$ cat src/occ_params.svh
`ifndef OCC_PARAMS_SVH
`define OCC_PARAMS_SVH
`define OCC_TRIM_OFS 2'h0
`define OCC_CTRL_OFS 2'h1
`define OCC_LFSRC_BIT 7
`define OCC_PLL_ENABLE_BIT_BIT 6
`define OCC_TRIM_MSB 4
`define OCC_IDLE_BIT 7
`define OCC_FREQ_LSB 4
`define OCC_PRIMARY_READY_FLAG_BIT 3
`define OCC_INTERNAL_STABLE_FLAG_BIT 2
`define OCC_SEL_LSB 0
`define OCC_TRIM_RST 8'h00
`define OCC_FREQ_RST 3'h4
`define OCC_SEL_RST 2'h0
`define OCC_FREQ_31K 3'h0
`define OCC_PLL_CFG_A 4'h9
`define OCC_PLL_CFG_B 4'h8
`define OCC_OLD_EDGES 2'h2
`define OCC_NEW_EDGES 2'h3
`endif

$ cat src/occ_extra_unused_none.sv
`timescale 1ns/1ns
`default_nettype none
`default_nettype wire

$ cat src/occ_pkg.sv
`default_nettype none
package occ_pkg;
    typedef enum logic [1:0] {
        SRC_PRI = 2'b00,
        SRC_SEC = 2'b01,
        SRC_INT = 2'b10
    } occ_src_e;
    typedef enum logic [1:0] {
        SW_RUN = 2'b00,
        SW_OLD = 2'b01,
        SW_NEW = 2'b10
    } occ_sw_e;
    typedef struct packed {
        logic primary_clk;
        logic secondary_clk;
        logic internal_8mhz_source_clk;
        logic lprc_clk;
        logic pll_clk;
        logic ost_done;
        logic internal_8mhz_source_stable;
    } occ_pins_s;
    typedef struct packed {
        logic primary_ready_flag;
        logic internal_stable_flag;
        logic secondary_running_flag;
    } occ_flags_s;
endpackage
`default_nettype wire

$ cat src/occ_clkctl.sv
// Contract
// - Signed 5-bit trim, zero is calibrated
// - 31 kHz from 8 MHz/256 or RC
// - PLL only at 4 or 8 MHz
// - PLL bit inert, reads zero, when unavailable
// - Trim register bit five reads zero
// - Select: 00 primary, 01 secondary, 1x internal
// - Every reset clears system clock select
// - Select write starts switch at once; here a write made during a switch waits until that switch ends
// - Glitch-free pause: two old, three new; here old edges are not waited on when the old source is not ready
// - Frequency select code table, 111 to 000
// - Frequency change takes effect immediately
// - Frequency select resets to 1 MHz
// - Watchdog always clocked by RC oscillator
// - Start-up flag shows primary ready
// - Internal stable flag when supplying clock
// - At most one source flag set
// - Sleep instruction enters idle or sleep
// - Secondary sleep ignored unless oscillator enabled
// - PLL needs internal primary config codes
//
// Design decisions made here: the placing of the registers and the strobed register port.
`timescale 1ns/1ns
`default_nettype none
`include "occ_params.svh"
module occ_clkctl #(
    parameter int DIV_W = 8
) (
    input wire logic mclk,
    input wire logic rst,
    input wire logic [1:0] reg_addr,
    input wire logic [7:0] reg_wdata,
    input wire logic reg_wr,
    input wire logic reg_rd,
    output logic [7:0] reg_rdata,
    input wire occ_pkg::occ_pins_s pins,
    input wire logic [3:0] primary_osc_cfg,
    input wire logic two_speed_startup_cfg,
    input wire logic secondary_osc_enable,
    input wire logic sleep_exec,
    input wire logic wake,
    output logic sys_tick,
    output logic cpu_tick,
    output logic wdt_tick,
    output logic idle_mode,
    output logic sleep_mode,
    output logic pll_active,
    output logic internal_8mhz_source_enable,
    output logic signed [4:0] freq_trim,
    output occ_pkg::occ_flags_s flags
);
    localparam int NP = 7;
    localparam int P_PRI = 6;
    localparam int P_SEC = 5;
    localparam int P_INT = 4;
    localparam int P_LPRC = 3;
    localparam int P_PLL = 2;
    localparam int P_OST = 1;
    localparam int P_STB = 0;

    function automatic occ_pkg::occ_src_e src_of(input logic [1:0] sel);
        if (sel[1])
            return occ_pkg::SRC_INT;
        else if (sel[0])
            return occ_pkg::SRC_SEC;
        return occ_pkg::SRC_PRI;
    endfunction

    function automatic logic [DIV_W-1:0] freq_mask(input logic [2:0] f);
        logic [DIV_W-1:0] m;
        m = '0;
        unique case (f)
            3'h7: m = DIV_W'(8'h00);
            3'h6: m = DIV_W'(8'h01);
            3'h5: m = DIV_W'(8'h03);
            3'h4: m = DIV_W'(8'h07);
            3'h3: m = DIV_W'(8'h0F);
            3'h2: m = DIV_W'(8'h1F);
            3'h1: m = DIV_W'(8'h3F);
            3'h0: m = DIV_W'(8'hFF);
        endcase
        return m;
    endfunction

    // Source pins are asynchronous; a level counts once stages two and three agree
    logic [NP-1:0] pin_v;
    logic [NP-1:0] s1_r;
    logic [NP-1:0] s2_r;
    logic [NP-1:0] s3_r;
    logic [NP-1:0] filt_r;
    logic [NP-1:0] prev_r;
    logic [NP-1:0] rise;
    assign pin_v = pins;
    assign rise = filt_r & ~prev_r;

    always_ff @(posedge mclk or posedge rst)
    begin
        if (rst)
        begin
            s1_r <= '0;
            s2_r <= '0;
            s3_r <= '0;
            prev_r <= '0;
        end
        else
        begin
            s1_r <= pin_v;
            s2_r <= s1_r;
            s3_r <= s2_r;
            prev_r <= filt_r;
        end
    end

    genvar gi;
    generate
        for (gi = 0; gi < NP; gi++)
        begin : g_filt
            always_ff @(posedge mclk or posedge rst)
            begin
                if (rst)
                    filt_r[gi] <= 1'b0;
                else if (s2_r[gi] == s3_r[gi])
                    filt_r[gi] <= s3_r[gi];
            end
        end
    endgenerate

    // Registers
    logic lfsrc_r;
    logic pll_enable_bit_r;
    logic [4:0] trim_r;
    logic idle_r;
    logic [2:0] freq_r;
    logic [1:0] sel_r;
    logic pll_avail;
    logic [7:0] trim_rd;
    logic [7:0] ctrl_rd;
    logic wr_trim;
    logic wr_ctrl;
    assign wr_trim = reg_wr && reg_addr == `OCC_TRIM_OFS;
    assign wr_ctrl = reg_wr && reg_addr == `OCC_CTRL_OFS;
    assign pll_avail = primary_osc_cfg == `OCC_PLL_CFG_A || primary_osc_cfg == `OCC_PLL_CFG_B;
    assign freq_trim = $signed(trim_r);

    always_ff @(posedge mclk or posedge rst)
    begin
        if (rst)
        begin
            lfsrc_r <= 1'(`OCC_TRIM_RST >> `OCC_LFSRC_BIT);
            pll_enable_bit_r <= 1'b0;
            trim_r <= 5'h00;
        end
        else if (wr_trim)
        begin
            lfsrc_r <= reg_wdata[`OCC_LFSRC_BIT];
            pll_enable_bit_r <= reg_wdata[`OCC_PLL_ENABLE_BIT_BIT];
            trim_r <= reg_wdata[`OCC_TRIM_MSB:0];
        end
    end

    always_ff @(posedge mclk or posedge rst)
    begin
        if (rst)
        begin
            idle_r <= 1'b0;
            freq_r <= `OCC_FREQ_RST;
            sel_r <= `OCC_SEL_RST;
        end
        else if (wr_ctrl)
        begin
            idle_r <= reg_wdata[`OCC_IDLE_BIT];
            freq_r <= reg_wdata[`OCC_FREQ_LSB+:3];
            sel_r <= reg_wdata[`OCC_SEL_LSB+:2];
        end
    end

    // Unavailable PLL bit reads zero and is ignored; bit five always zero
    assign trim_rd = {lfsrc_r, pll_enable_bit_r & pll_avail, 1'b0, trim_r};
    assign ctrl_rd = {idle_r, freq_r, flags.primary_ready_flag, flags.internal_stable_flag, sel_r};

    always_ff @(posedge mclk or posedge rst)
    begin
        if (rst)
            reg_rdata <= 8'h00;
        else if (reg_rd)
        begin
            unique case (reg_addr)
                `OCC_TRIM_OFS: reg_rdata <= trim_rd;
                `OCC_CTRL_OFS: reg_rdata <= ctrl_rd;
                default: reg_rdata <= 8'h00;
            endcase
        end
    end

    // Internal block: postscaler and PLL path
    logic [DIV_W-1:0] div_r;
    logic [DIV_W-1:0] mask;
    logic pll_on;
    logic lf_rc;
    logic int_tick;
    assign mask = freq_mask(freq_r);
    assign pll_on = pll_enable_bit_r && pll_avail && freq_r[2:1] == 2'b11;
    assign lf_rc = freq_r == `OCC_FREQ_31K && !lfsrc_r;

    always_ff @(posedge mclk or posedge rst)
    begin
        if (rst)
            div_r <= '0;
        else if (rise[P_INT])
            div_r <= div_r + 1'b1;
    end

    // Combinational mux so a frequency write acts on the next edge
    always_comb
    begin
        if (pll_on)
            int_tick = rise[P_PLL];
        else if (lf_rc)
            int_tick = rise[P_LPRC];
        else
            int_tick = rise[P_INT] && (div_r & mask) == mask;
    end

    always_ff @(posedge mclk or posedge rst)
    begin
        if (rst)
        begin
            pll_active <= 1'b0;
            internal_8mhz_source_enable <= 1'b0;
            wdt_tick <= 1'b0;
        end
        else
        begin
            pll_active <= pll_on;
            internal_8mhz_source_enable <= !lf_rc;
            wdt_tick <= rise[P_LPRC];
        end
    end

    // Clock switch
    occ_pkg::occ_sw_e sw_r;
    occ_pkg::occ_src_e act_r;
    occ_pkg::occ_src_e tgt_r;
    logic [1:0] cnt_r;
    logic old_edge;
    logic new_edge;
    logic old_ok;
    logic new_ok;

    function automatic logic edge_of(input occ_pkg::occ_src_e s, input logic [NP-1:0] r, input logic it);
        unique case (s)
            occ_pkg::SRC_PRI: return r[P_PRI];
            occ_pkg::SRC_SEC: return r[P_SEC];
            default: return it;
        endcase
    endfunction

    function automatic logic ready_of(input occ_pkg::occ_src_e s, input logic [NP-1:0] f, input logic sec, input logic rc);
        unique case (s)
            occ_pkg::SRC_PRI: return f[P_OST];
            occ_pkg::SRC_SEC: return sec;
            default: return f[P_STB] || rc;
        endcase
    endfunction

    assign old_edge = edge_of(act_r, rise, int_tick);
    assign new_edge = edge_of(tgt_r, rise, int_tick);
    assign old_ok = ready_of(act_r, filt_r, secondary_osc_enable, lf_rc);
    assign new_ok = ready_of(tgt_r, filt_r, secondary_osc_enable, lf_rc);

    // A dead old source would hang the switch, so it is not waited on
    always_ff @(posedge mclk or posedge rst)
    begin
        if (rst)
        begin
            sw_r <= occ_pkg::SW_RUN;
            act_r <= occ_pkg::SRC_PRI;
            tgt_r <= occ_pkg::SRC_PRI;
            cnt_r <= 2'h0;
        end
        else
        begin
            unique case (sw_r)
                occ_pkg::SW_RUN:
                begin
                    if (src_of(sel_r) != act_r)
                    begin
                        tgt_r <= src_of(sel_r);
                        sw_r <= occ_pkg::SW_OLD;
                        cnt_r <= 2'h0;
                    end
                end
                occ_pkg::SW_OLD:
                begin
                    if (old_edge || !old_ok)
                    begin
                        if (cnt_r == `OCC_OLD_EDGES - 2'h1 || !old_ok)
                        begin
                            sw_r <= occ_pkg::SW_NEW;
                            cnt_r <= 2'h0;
                        end
                        else
                            cnt_r <= cnt_r + 2'h1;
                    end
                end
                occ_pkg::SW_NEW:
                begin
                    if (new_edge && new_ok)
                    begin
                        if (cnt_r == `OCC_NEW_EDGES - 2'h1)
                        begin
                            act_r <= tgt_r;
                            sw_r <= occ_pkg::SW_RUN;
                            cnt_r <= 2'h0;
                        end
                        else
                            cnt_r <= cnt_r + 2'h1;
                    end
                end
                default:
                    sw_r <= occ_pkg::SW_RUN;
            endcase
        end
    end

    // Power modes
    logic sleep_ok;
    assign sleep_ok = !(sel_r == 2'b01 && !secondary_osc_enable);

    always_ff @(posedge mclk or posedge rst)
    begin
        if (rst)
        begin
            idle_mode <= 1'b0;
            sleep_mode <= 1'b0;
        end
        else if (wake)
        begin
            idle_mode <= 1'b0;
            sleep_mode <= 1'b0;
        end
        else if (sleep_exec && sleep_ok)
        begin
            idle_mode <= idle_r;
            sleep_mode <= !idle_r;
        end
    end

    always_ff @(posedge mclk or posedge rst)
    begin
        if (rst)
        begin
            sys_tick <= 1'b0;
            cpu_tick <= 1'b0;
        end
        else
        begin
            sys_tick <= sw_r == occ_pkg::SW_RUN && old_edge && !sleep_mode;
            cpu_tick <= sw_r == occ_pkg::SW_RUN && old_edge && !sleep_mode && !idle_mode;
        end
    end

    // Start-up flag is caught from its strap on the first edge after release
    logic boot_r;
    logic run;
    assign run = sw_r == occ_pkg::SW_RUN;

    always_ff @(posedge mclk or posedge rst)
    begin
        if (rst)
        begin
            boot_r <= 1'b1;
            flags <= '0;
        end
        else
        begin
            boot_r <= 1'b0;
            if (boot_r)
                flags.primary_ready_flag <= !two_speed_startup_cfg;
            else
                flags.primary_ready_flag <= run && act_r == occ_pkg::SRC_PRI && filt_r[P_OST];
            flags.internal_stable_flag <= run && act_r == occ_pkg::SRC_INT && filt_r[P_STB] && !lf_rc;
            flags.secondary_running_flag <= run && act_r == occ_pkg::SRC_SEC;
        end
    end
endmodule
`default_nettype wire

$ cat config.mk
export PLATFORM = sky130hd
export DESIGN_NAME = occ_clkctl
export DESIGN_NICKNAME = d
export VERILOG_FILES = /design/src/occ_extra_unused_none.sv /design/src/occ_pkg.sv /design/src/occ_clkctl.sv
export VERILOG_INCLUDE_DIRS = /design/src /design/src/src
export SDC_FILE = /design/constraint.sdc
export NUM_CORES = 1
export LEC_CHECK = 0
export BUFFER_PORTS_ARGS = -buffer_cell sky130_fd_sc_hd__buf_4
export CORE_UTILIZATION = 50
export CTS_CLUSTER_SIZE = 10
export DETAILED_ROUTE_END_ITERATION = 7
export PLACE_DENSITY = 0.71
export SLEW_MARGIN = 30
export SYNTH_ARGS = -nofsm -noshare
export SYNTH_HDL_FRONTEND = slang
export SYNTH_SLANG_ARGS = --single-unit
export TNS_END_PERCENT = 100
$ cat constraint.sdc
create_clock -name mclk -period 3.6 [get_ports mclk]
set_input_delay 0.72 -clock mclk [delete_from_list [all_inputs] [get_ports mclk]]
set_output_delay 0.72 -clock mclk [all_outputs]
set_load 0.01 [all_outputs]
After elaboration in Yosys (flattened, before gate mapping) --
Memory sizes are Yosys's and may differ from the RTL's. Cells that the tools add are included.
Storage, ports and cells: bits in registers 83, bits in read-only memories 64, output and inout port bits 23, logic and storage cells 143, memories 1
Cells by class: $add $sub $neg 2, equal/unequal tests 26, multiplexer cells 34, bitwise operators 4, reductions and logical operators 42
Memories:
- (name not given) | words 8, bits a word 8, read ports 1, clocked after memory_dff 0, write ports 0, RTL line occ_clkctl.sv:72 | unique case (f)
Operators with widths (count):
- $mux 2 | 15
- $logic_and 1x1->1 | 18
- $pmux 8 s2 | 1
- $eq 2x1->1 const B | 6
- $mux 1 | 12
- $pmux 2 s3 | 2
- $logic_not 1->1 | 9
- $add 8x1->8 const B | 1
- $and 8x8->8 | 1
- $eq 2x2->1 const B | 4
- $eq 4x4->1 const B | 2
- $eq 8x8->1 | 1
- $logic_not 2->1 | 4
- $ne 2x2->1 const B | 4
- $pmux 1 s2 | 4
- $and 7x7->7 | 1
- $eq 1x1->1 | 7
- $not 7->7 | 1
- $reduce_and 5->1 | 1
- $logic_or 1x1->1 | 4
- $reduce_and 4->1 | 1
- $logic_not 3->1 | 1
- $reduce_and 3->1 | 1
- $reduce_bool 3->1 | 1
- other kinds (6) | 6

Depth between registers and ports, before layout --
Gate-level depths: netlist of the first run. An unclocked memory read counts as a cell.
depth in word-level cells 10, mapped depth 8, mapped depth without buffers 8

Worst setup path before layout of the first run --
OpenSTA, ideal clock, no wires.
path kind input to register, from input primary_osc_cfg[2], to register cnt_r[0], data arrival time 1.851 ns, required time 3.475 ns, slack 1.624 ns, stages on the path 6, buffers on the path 0, cells stage by stage nand4bb_1 > o2bb2ai_1 > nand4b_1 > nand2_2 > o221ai_2 > mux2_4
Between the ends: longest elaborated chain between the ends 9
RTL lines:
- start, declared | RTL line occ_clkctl.sv:37 | input wire logic [3:0] primary_osc_cfg,
- $eq 4x4->1 (no source line)
- $logic_or 1x1->1 (no source line) *
- $logic_and 1x1->1 * (2 in a row) | RTL line occ_clkctl.sv:202 | assign pll_on = pll_enable_bit_r && pll_avail && freq_r[2:1] == 2'b11;
- $mux 1 * | RTL line occ_clkctl.sv:216 | if (pll_on)
- $pmux 1 s2 | RTL line occ_clkctl.sv:251 | unique case (s)
- $logic_and 1x1->1 or $logic_or 1x1->1 (tied branches) | RTL line occ_clkctl.sv:308, occ_clkctl.sv:295
- $ne 2x2->1 (no source line)
- $reduce_and 4->1 (no source line) *
- end signal, assigned | RTL line occ_clkctl.sv:303 | cnt_r <= cnt_r + 2'h1;
- end signal, assigned | RTL line occ_clkctl.sv:317 | cnt_r <= cnt_r + 2'h1;
- end, declared | RTL line occ_clkctl.sv:244 | logic [1:0] cnt_r;
Every way passes the cells marked *; elsewhere a longest branch is shown, timed or not. A chain may end at the register's enable or synchronous reset.

Worst setup path after layout of the first run --
from register freq_r[0], to register cnt_r[0]
Between the ends: longest elaborated chain between the ends 10
RTL lines:
- start, declared | RTL line occ_clkctl.sv:133 | logic [2:0] freq_r;
- start signal, assigned | RTL line occ_clkctl.sv:166 | freq_r <= `OCC_FREQ_RST;
- start signal, assigned | RTL line occ_clkctl.sv:172 | freq_r <= reg_wdata[`OCC_FREQ_LSB+:3];
- $mem_v2 8x8
- $and 8x8->8 | RTL line occ_clkctl.sv:221 | int_tick = rise[P_INT] && (div_r & mask) == mask;
- $eq 8x8->1 | RTL line occ_clkctl.sv:221
- $logic_and 1x1->1 | RTL line occ_clkctl.sv:221
- $mux 1 | RTL line occ_clkctl.sv:218 | else if (lf_rc)
- $mux 1 | RTL line occ_clkctl.sv:216
- $pmux 1 s2 | RTL line occ_clkctl.sv:251
- $logic_and 1x1->1 or $logic_or 1x1->1 (tied branches) | RTL line occ_clkctl.sv:308, occ_clkctl.sv:295
- $ne 2x2->1 (no source line)
- $reduce_and 4->1 (no source line)
Several ways; a longest one is shown, not always the timed one. The select of a mux whose other input is x is not followed.

==> results.md, run 1 <==
- Run status: complete, but fails checks
- Failing checks: DRC
- Vias in the first global route: 2,132
- Worst Hold Depth: 0
- Main combinational cell family by area after synthesis: simple AND/OR/NAND/NOR gates
- Total Neg Setup Slack: 0 ns
- First-pass GRT wire length: 9890 um
- Area added between synthesis and finish: 17.9%
- Initial core utilization: 52.8%
- Resized cells post-CTS: 0
- Post-CTS Hold Buffers: 0
- Tot GR Track Use: 17.9%
- Worst skew pair latency: 0.34 ns
- CTS sink cnt: 81
- Ratio of cells with drive above 1 in the final layout: 27.8%
- Die height: 84.8 um
- Leakage: 0.00185 uW
- Slew @ Worst Pin: 0.774 ns
- Core area: 6490 sq um
- Grt met2 use: 26.4%
- Most frequent cells in the layout: 79 x dfrtp_1, 52 x buf_4, 22 x inv_1
- Fin. Hold Viols: 0
- Initial DRT Pass Iterations: 6
- Total of max-cap violations: 0
- Congestion Overflow GR: 0
- Critical path fanouts, max: 7
- Power Dens Cells: 621 nW/um^2
- M1 GR Usage: 24.9%
- Final worst-path cycle share: 58.3%
- Final antenna-violating net count: 0
- Met3 global-route usage: 4.28%
- FP Rows: 29
- Synth Flop Type: dfrtp_1
- Initial DRC count: 140
- Most common cell after layout, fill and taps aside: dfrtp_1
- Slew Limit Fails: 0
- Initial antenna violation count: 0
- Max VDD drop: 0.000257 V
- Wire per inst: 13.9 um
- Hold path startpoint: s1_r[3]$_DFF_PP0_
- CTS tree: yes
- Max-slew headroom: 48.4%
- Adder-cell share of the synthesized area: 4.60%
- Post-Synth Simple-Gate Area: 11.5%
- Utilization after layout: 62.3%
- Synth cell types: 52
- Number of synthesized flops with an enable pin: 0
- Max Clock Freq: 477 MHz
- Cell Area, Synth: 3430 sq um
- RSZ-0062 raised after global routing: false
- Final WL: 5810 um
- DRC viols: 6
- PortBufs: 50
- Setup bufs post-CTS: 0
- Hold/Removal Path Class: flop to flop
- Post-synthesis mux area share: 9.15%
- Min Clock Period, post-route: 2.10 ns
- Worst Path Arrival: 2.32 ns
- Hold_ws: 0.352 ns
- Reg2Reg Depth: 6
- Ys Warns: 0
- Flops & latches, synth: 81
- Fill count: 509
- Seq/Total Area, Yosys: 59.2%
- Xor and xnor area share after synthesis: 2.04%
- Gpl congestion: 0.815
- Max clock buf depth: 2
- Setup slack, reg-to-reg: 1.50 ns
- Final nets: 373
- Critical Path Source: freq_r[0]$_DFFE_PP0P_
- Hold endpoint: s2_r[3]$_DFF_PP0_
- IO Count: 52
- Die W: 84.8 um
- Gr busiest metal: met2
- Antenna Cells: 0
- Ys async rst share: 100%
- Clk_skew: 0.0123 ns
- CTS Buf Count: 9
- Clk root buf: clkbuf_8
- Detail Placement HPWL: 4230 um
- Capture point of the worst reg-to-reg path: cnt_r[0]$_DFFE_PP0P_
- Compound-gate portion of the synthesized area: 9.52%
- Worst-path clk slew: 0.08 ns
- Die area: 7200 sq um
- H-tree depth: 3
- CP Data Required Time: 3.83 ns
- Routed vias/inst: 5.34
- Via Count: 2,237
- Largest net degree at the start of global routing: 48
- Syn nets: 320
- Final Setup Violations: 0
- Crit Path Category: flop to flop
- Critical R2R Launch: freq_r[0]$_DFFE_PP0P_
- Post-Syn Instances: 284
- Startpoint Class: flop
- Mean Syn Cell Area: 12.1 sq um
- Crit. End Element: flop
==> kinds of logic (layout without fill, tap and decap cells) <==
logic type	count (synthesis)	count (layout)
compound gates	47	47
simple gates	71	71
flops	81	81
buf+inv	33	91
fa+ha+maj	14	14
mux	29	29
other cells	1	1
xor+xnor	8	8
==> power breakdown <==
part           total, uW  switching (uW)  internal [uW]
logic                705             353            352
registers           1220             162           1060
clock network        587             299            288
total               2510             814           1700
==> sequential cells by signal (all words and copies together) (netlist names), 2 cells and up <==
name / flops
prev_r: 5
s1_r: 7
act_r: 2
freq_trim: 5
reg_rdata: 8
s3_r: 7
filt_r: 7
div_r: 8
s2_r: 7
freq_r: 3
sel_r: 2
flags: 3
sw_r: 2
cnt_r: 2
tgt_r: 2
==> cell usage after synthesis, drive strengths merged, types with 2 or more instances <==
library cell | count | area share [%]
maj3 | 7 | 2.0
mux2i | 13 | 3.8
ha | 7 | 2.6
dfrtp | 79 | 58
o21ai | 14 | 2.2
nor3 | 4 | 0.58
xor2 | 3 | 0.77
and2 | 3 | 0.62
nor4 | 2 | 0.80
nand2 | 16 | 2.0
clkbuf | 8 | 0.91
nor2 | 15 | 1.6
nand3b | 2 | 0.44
nand3 | 10 | 1.5
o22ai | 7 | 1.3
dfstp | 2 | 1.5
mux2 | 16 | 5.4
a21oi | 7 | 1.0
nand2b | 5 | 0.91
nor2b | 5 | 0.91
nand4 | 4 | 0.73
o31ai | 3 | 0.66
o21a | 4 | 0.88
a211oi | 3 | 0.80
buf | 2 | 0.47
inv | 23 | 2.5
xnor2 | 5 | 1.3
==> metrics by stage <==
step,power [uW],std cells,worst slack [ns],area (sq um)
2_1_floorplan,1740,284,0.803,3430
3_3_place_gp,1920,403,1.35,3870
3_5_place_dp,1940,403,1.31,3870
4_1_cts,2530,419,1.49,4050
5_1_grt,2670,419,1.34,4050
6_report,2510,419,1.50,4050
==> final cells by class <==
class	instances	area (sq um)	share of cell area, %
Sequential cell	81	2030	50.2
Clock inverter	2	12.5	0.309
Timing Repair Buffer	52	390	9.65
Clock buffer	14	163	4.02
Tap cell	77	96.3	2.38
Inverter	23	87.6	2.16
Multi-Input combinational cell	170	1270	31.3
==> per-layer routing <==
layer / vias up / part of all wire, %
met1: 1078 / 50
met4: 0 / 2.0
met2: 54 / 44
met3: 10 / 4.0
li1: 1095 / -
met5: - / 0
==> worst max-delay path: stages, from the launching register on <==
cell      delay, ns
dfrtp_1        0.48
nor4_4         0.52
o21a_1         0.20
and2_4         0.16
a211oi_2       0.05
o221ai_2       0.25
mux2_4         0.32
==> worst max-delay path by stage <==
stage                           end  cells after the start
3_3_place_gp   cnt_r[0]$_DFFE_PP0P_                      7
4_1_cts        cnt_r[0]$_DFFE_PP0P_                      6
6_report       cnt_r[0]$_DFFE_PP0P_                      6
3_5_place_dp   cnt_r[0]$_DFFE_PP0P_                      7
2_1_floorplan  act_r[0]$_DFFE_PP0P_                      1
5_1_grt         sw_r[1]$_DFFE_PP0P_                      8
Power figures use the tool's default switching activity.
==> run 2: changes to the inputs <==
--- a/config.mk
+++ b/config.mk
@@ -10,7 +10,7 @@
 export CORE_UTILIZATION = 50
 export CTS_CLUSTER_SIZE = 10
 export DETAILED_ROUTE_END_ITERATION = 7
-export PLACE_DENSITY = 0.71
+export PLACE_DENSITY = 0.74
 export SLEW_MARGIN = 30
 export SYNTH_ARGS = -nofsm -noshare
 export SYNTH_HDL_FRONTEND = slang
==> constraint.sdc (replaced) <==
create_clock -name mclk -period 1.8 [get_ports mclk]
set_input_delay 0.36 -clock mclk [delete_from_list [all_inputs] [get_ports mclk]]
set_output_delay 0.36 -clock mclk [all_outputs]
set_load 0.01 [all_outputs]
==> run 2 against run 1 <==
  * The run ends with DRC, setup timing left
  * Cell count rose by 7.6%
  * First-iteration DRC count fell by 23%
  * Combinational power rose to 2.9 times the previous value
  * Power rose by 130%
  * Largest power group unchanged
==> results.md, run 2 (synthesis results as in run 1) <==
- Cell Int Power: 3980 uW (+130%)
- Sequential Power Share: 40.9% (-7.7 points)
- CP Data Required Time: 2.03 ns (-1.80 ns)
- Leakage: 0.00204 uW (+10%)
- Post-CTS Hold Buffers: 0 (unchanged)
- Most common cell after layout, fill and taps aside: buf_4
- Ratio of cells with drive above 1 in the final layout: 37.4% (+9.7 points)
- Clk root buf: clkbuf_8
- Routed vias/inst: 5.42 (+1.5%)
- CTS sink cnt: 81 (unchanged)
- Worst Path Arrival: 2.13 ns (-0.19 ns)
- Worst skew pair latency: 0.35 ns (about the same)
- Final worst-path cycle share: 106% (+47 points)
- Total power: 5860 uW (+130%)
- Worst-path clk slew: 0.08 ns (about the same)
- Antenna Cells: 0 (unchanged)
- Most frequent cells in the layout: 79 x buf_4, 78 x dfrtp_1, 22 x inv_1
- First-pass GRT wire length: 11,600 um (+17%)
- Run status: complete, but fails checks
- Psw: 1870 uW (+130%)
- Gate power share: 35.4% (+7.3 points)
- DRC viols: 7 (+1)
- Final antenna-violating net count: 0 (unchanged)
- Clock Power Share: 23.8% (+0.4 points)
- Clk_skew: 0.0138 ns (+0.00144 ns)
- Initial DRT Pass Iterations: 8 (+2)
- Tot GR Track Use: 21.1% (+3.2 points)
- Failing checks: DRC, setup timing
- Final Setup Violations: 5 (+5)
- Final WL: 6700 um (+15%)
- Initial antenna violation count: 0 (unchanged)
- Detail Placement HPWL: 4760 um (+12%)
- Crit Path Category: flop to flop
- Max clock buf depth: 2 (unchanged)
- Biggest regs: div_r (8), reg_rdata (8)
- Max VDD drop: 0.000600 V (+130%)
- Die height: 84.8 um (unchanged)
- Initial core utilization: 52.8% (unchanged)
- Total of max-cap violations: 0 (unchanged)
- Setup slack after layout: -0.0993 ns (-1.60 ns)
- Power Dens Cells: 1310 nW/um^2 (+110%)
- Max Clock Freq: 527 MHz (+10%)
- Vias in the first global route: 2,488 (+17%)
- CTS Buf Count: 9 (unchanged)
- Crit. End Element: flop
- Area added between synthesis and finish: 30.1%
- Total Neg Setup Slack: -0.338 ns (-0.338 ns)
- Wire per inst: 14.9 um (+7.1%)
- Fin. Hold Viols: 0 (unchanged)
- Hold/Removal Path Class: primary input to async pin
- Startpoint Class: flop
- Slew Limit Fails: 0 (unchanged)
- Die area: 7200 sq um (unchanged)
- Largest net degree at the start of global routing: 37 (-23%)
- H-tree depth: 3 (unchanged)
- Via Count: 2,443 (+9.2%)
- Initial DRC count: 108 (-23%)
- Critical path fanouts, max: 6 (-1)
- RSZ-0062 raised after global routing: true
- IO Count: 52 (unchanged)
- Fill count: 463 (-9.0%)
- Worst slack at placement: -0.117 ns (-1.43 ns)
- Congestion Overflow GR: 0 (unchanged)
- Sw Ratio: 32.0% (-0.44 points)
- Die W: 84.8 um (unchanged)
- Core area: 6490 sq um (unchanged)
- Min Clock Period, post-route: 1.90 ns (-0.198 ns)
- CTS tree: yes
- FP Rows: 29 (unchanged)
- PortBufs: 50 (unchanged)
- Gpl congestion: 0.930 (+14%)
- Final nets: 405 (+8.6%)
[run 2: final timing paths]
| kind | endpoint | slack, ns | start | cells past startpoint |
|---|---|---|---|---|
| hold / removal | s1_r[4]$_DFF_PP0_ | 0.03 | rst | 2 |
| setup reg to reg | cnt_r[0]$_DFFE_PP0P_ | -0.1 | freq_r[2]$_DFFE_PP1P_ | 7 |
| setup / recovery | cnt_r[0]$_DFFE_PP0P_ | -0.1 | freq_r[2]$_DFFE_PP1P_ | 7 |
| max in group asynchronous | boot_r$_DFF_PP1_ | 1.20 | rst | 3 |
| hold reg to reg | s2_r[1]$_DFF_PP0_ | 0.35 | s1_r[1]$_DFF_PP0_ | 0 |
| min in group mclk | s1_r[3]$_DFF_PP0_ | 0.11 | pins[3] | 1 |
[run 2: critical path, cell delays in order, from the launching register on]
cell and delay, ns:
dfstp_2 0.57, nor4_4 0.05, buf_6 0.13, o21a_1 0.20, and2_4 0.17, a211oi_4 0.20, o221ai_4 0.15, mux2_4 0.31
[run 2: power groups by stage]
stage               Clock [uW]  Combinational (uW)  Sequential, uW
floorplan                    0                1100            2380
global placement             0                1730            2400
detailed placement           0                1760            2410
CTS                       1430                1910            2380
global route              1490                2280            2440
finish                    1390                2070            2390
[run 2: layer usage]
metal / wire length [um] / GRT usage (%)
met2: 3150 / 32.2
met1: 2960 / 27.0
met4: 197 / 12.8
met5: 0 / 0
met3: 394 / 5.64
[run 2: what timing repair did]
item                       in CTS  in global routing
setup endpoints to repair       7                  7
buffers inserted                3                  0
hold endpoints to repair        0                  0
pin swaps                       9                  9
gates resized for setup        11                 14
[run 2: area by class of cell]
class | count | area (sq um) | area share, %
Tap cell | 77 | 96.3 | 2.16
Timing Repair Buffer | 84 | 667 | 14.9
Multi-Input combinational cell | 170 | 1370 | 30.7
Inverter | 23 | 90.1 | 2.02
Clock buffer | 13 | 139 | 3.11
Sequential cell | 81 | 2030 | 45.5
Clock inverter | 3 | 68.8 | 1.54
[run 2: stage by stage]
step / instance area (sq um) / utilization [%] / instances / hold slack [ns]
CTS: 4400 / 67.7 / 451 / 0.0317
global placement: 4120 / 63.4 / 432 / 0.333
global route: 4460 / 68.7 / 451 / 0.0435
detailed placement: 4120 / 63.4 / 432 / 0.335
floorplan: 3430 / - / 284 / 0.331
finish: 4460 / 68.7 / 451 / 0.0328
==> run 3: changes to the inputs <==
--- a/config.mk
+++ b/config.mk
@@ -7,10 +7,11 @@
 export NUM_CORES = 1
 export LEC_CHECK = 0
 export BUFFER_PORTS_ARGS = -buffer_cell sky130_fd_sc_hd__buf_4
-export CORE_UTILIZATION = 50
+export CORE_UTILIZATION = 37
+export CTS_BUF_LIST = sky130_fd_sc_hd__clkbuf_4
+export CTS_CLUSTER_DIAMETER = 40
 export CTS_CLUSTER_SIZE = 10
 export DETAILED_ROUTE_END_ITERATION = 7
-export PLACE_DENSITY = 0.74
 export SLEW_MARGIN = 30
 export SYNTH_ARGS = -nofsm -noshare
 export SYNTH_HDL_FRONTEND = slang
==> run 3 against run 2 <==
  * The flow still finishes with violations (DRC, setup timing)
  * Critical endpoint unchanged
  * Combinational power about the same
  * Global-route usage decreased by 5.9 points
  * Sequential share of layout area shrank 0.23 points
==> results.md, run 3 (synthesis results as in run 1) <==
- Run status: complete, but fails checks
- Failing checks: DRC, setup timing
- Final Setup Violations: 5 (unchanged)
- DRC viols: 5 (-2)
- Capture point of the worst reg-to-reg path: cnt_r[0]$_DFFE_PP0P_
- FP Rows: 34 (+17%)
- Total power: 5520 uW (-5.8%)
- Hold/Removal Path Class: primary input to flop
- CTS tree: yes
- First-pass GRT wire length: 11,300 um (-3.0%)
- Area added between synthesis and finish: 30.7%
- DP Area: 4200 sq um (+2.0%)
- Critical Path Stages: 7 (unchanged)
- Largest net degree at the start of global routing: 33 (-11%)
- Most common cell after layout, fill and taps aside: buf_4
- Vias in the first global route: 2,362 (-5.1%)
- Most frequent cells in the layout: 85 x buf_4, 78 x dfrtp_1, 21 x inv_1
- Antenna Cells: 0 (unchanged)
- Tot GR Track Use: 15.2% (-5.9 points)
- Initial antenna violation count: 0 (unchanged)
- Die W: 98.3 um (+16%)
- Biggest regs: div_r (8), reg_rdata (8)
- Slew Limit Fails: 0 (unchanged)
- DP Cell Count: 469 (+8.6%)
- Ratio of cells with drive above 1 in the final layout: 38.6% (+1.1 points)
- Top delay family on crit path: flip-flops
- Max VDD drop: 0.000482 V (-20%)
- Cell chain of the critical path: nor4_4 > buf_4 > o21a_1 > and2_4 > a211oi_4 > o221ai_4 > mux2_4
- Worst skew pair latency: 0.43 ns (+0.08 ns)
- Routed vias/inst: 4.82 (-11%)
- PortBufs: 50 (unchanged)
- Slowest stage delay, CP: 0.58 ns (about the same)
- Startpoint Class: flop
- Final antenna-violating net count: 0 (unchanged)
- CP Data Required Time: 2.12 ns (+0.09 ns)
- Die area: 9660 sq um (+34%)
- Clk_skew: 0.0161 ns (+0.00229 ns)
- Total of max-cap violations: 0 (unchanged)
- Wire per inst: 13.6 um (-8.7%)
- RSZ-0062 raised after global routing: true
- Initial core utilization: 38.8% (-14 points)
- Setup slack, reg-to-reg: -0.11 ns (about the same)
- Max Clock Freq: 523 MHz (-0.76%)
- IO Count: 52 (unchanged)
- Worst Path Arrival: 2.23 ns (+0.10 ns)
- Min Clock Period, post-route: 1.91 ns (+0.0145 ns)
- H-tree depth: 3 (unchanged)
- Power Dens Cells: 1230 nW/um^2 (-6.3%)
- Slowest library cell on the worst path: dfstp_2
- Critical Path End: cnt_r[0]$_DFFE_PP0P_
- Hold_ws: 0.0362 ns (+0.00340 ns)
- Critical Path Source: freq_r[2]$_DFFE_PP1P_
- Initial DRC count: 95 (-12%)
- Fin. Hold Viols: 0 (unchanged)
- Initial DRT Pass Iterations: 8 (unchanged)
- CTS sink cnt: 81 (unchanged)
- Fin cells: 489 (+8.4%)
- Max clock buf depth: 2 (unchanged)
- Detail Placement HPWL: 4930 um (+3.6%)
- Reg2Reg Depth: 7 (unchanged)
- Critical R2R Launch: freq_r[2]$_DFFE_PP1P_
- Crit Path Category: flop to flop
- CTS Buf Count: 9 (unchanged)
- Worst-path clk slew: 0.13 ns (+0.05 ns)
- Post-route cell area: 4490 sq um (+0.50%)
- Slew @ Worst Pin: 0.536 ns
- Gpl congestion: 0.822 (-12%)
- Core area: 8850 sq um (+36%)
- Congestion Overflow GR: 0 (unchanged)
- Crit. End Element: flop
- Leakage: 0.00205 uW (+0.25%)
- Crit path buffers/inverters: 1 (unchanged)
- Final nets: 412 (+1.7%)
- Die height: 98.3 um (+16%)
- Critical path fanouts, max: 4 (-2)
- Final WL: 6630 um (-1.0%)
- Via Count: 2,355 (-3.6%)
- Clk root buf: clkbuf_4
- Total Neg Setup Slack: -0.358 ns (-0.0201 ns)
- Max-slew headroom: 64.2%
- Final worst-path cycle share: 106% (+0.81 points)
- Setup slack after layout: -0.114 ns (-0.0145 ns)
==> run 3: changes by cell type in the layout (fill, tap and decap cells not counted), moves of 2 or more <==
cell / before / now
clkinvlp_4: 1 / 3
clkinv_2: 0 / 2
clkbuf_8: 9 / 0
nor3_2: 3 / 1
nor3_1: 1 / 3
clkbuf_1: 4 / 0
nor2_2: 2 / 0
buf_4: 79 / 85
clkbuf_4: 0 / 10
==> run 3: area by class of cell <==
class	count	area [sq um]
Inverter	23	90.1
Clock buffer	10	75.1
Sequential cell	81	2030
Tap cell	108	135
Multi-Input combinational cell	170	1370
Timing Repair Buffer	91	722
Clock inverter	6	58.8
Fill cell	783	4360
==> run 3: report_power, final <==
group	switching, uW	total [uW]	internal (uW)
registers	277	2390	2110
logic	962	2080	1120
clock network	614	1040	430
==> run 3: worst min path at each step <==
stage | from | end | slack [ns] | cells after the start
after floorplan | s1_r[0]$_DFF_PP0_ | s2_r[0]$_DFF_PP0_ | 0.33 | 0
after global placement | s1_r[0]$_DFF_PP0_ | s2_r[0]$_DFF_PP0_ | 0.33 | 0
after detailed placement | s1_r[0]$_DFF_PP0_ | s2_r[0]$_DFF_PP0_ | 0.33 | 0
after CTS | pins[5] | s1_r[5]$_DFF_PP0_ | 0.01 | 1
after global routing | pins[6] | s1_r[6]$_DFF_PP0_ | 0.0002 | 1
final | pins[6] | s1_r[6]$_DFF_PP0_ | 0.04 | 1
==> run 3: worst register-to-register path: stages, from the launching register on <==
cell and delay (ns):
dfstp_2 0.58, nor4_4 0.05, buf_4 0.15, o21a_1 0.18, and2_4 0.18, a211oi_4 0.20
o221ai_4 0.14, mux2_4 0.32
==> run 3: timing repair <==
action,in CTS,in global routing
setup buffers,1,2
resized for setup,5,21
pin swaps,1,7
hold endpoints to repair,20,0
hold buffers,1,0
setup endpoints to repair,6,8
==> run 3: metal layers <==
layer / vias to the layer above / part of all wire (%) / global-route usage (%)
met1: 1128 / 48 / 20.4
met4: 0 / 1.7 / 7.23
li1: 1171 / - / -
met2: 46 / 47 / 23.5
met5: - / 0 / 0
met3: 10 / 3.6 / 3.29
==> run 3: per-stage QoR <==
step	setup slack, ns	util (%)
after global routing	-0.237	50.7
after detailed placement	-0.118	47.5
after global placement	-0.129	47.5
after CTS	-0.111	49.5
final	-0.114	50.7
after floorplan	-0.0294	-
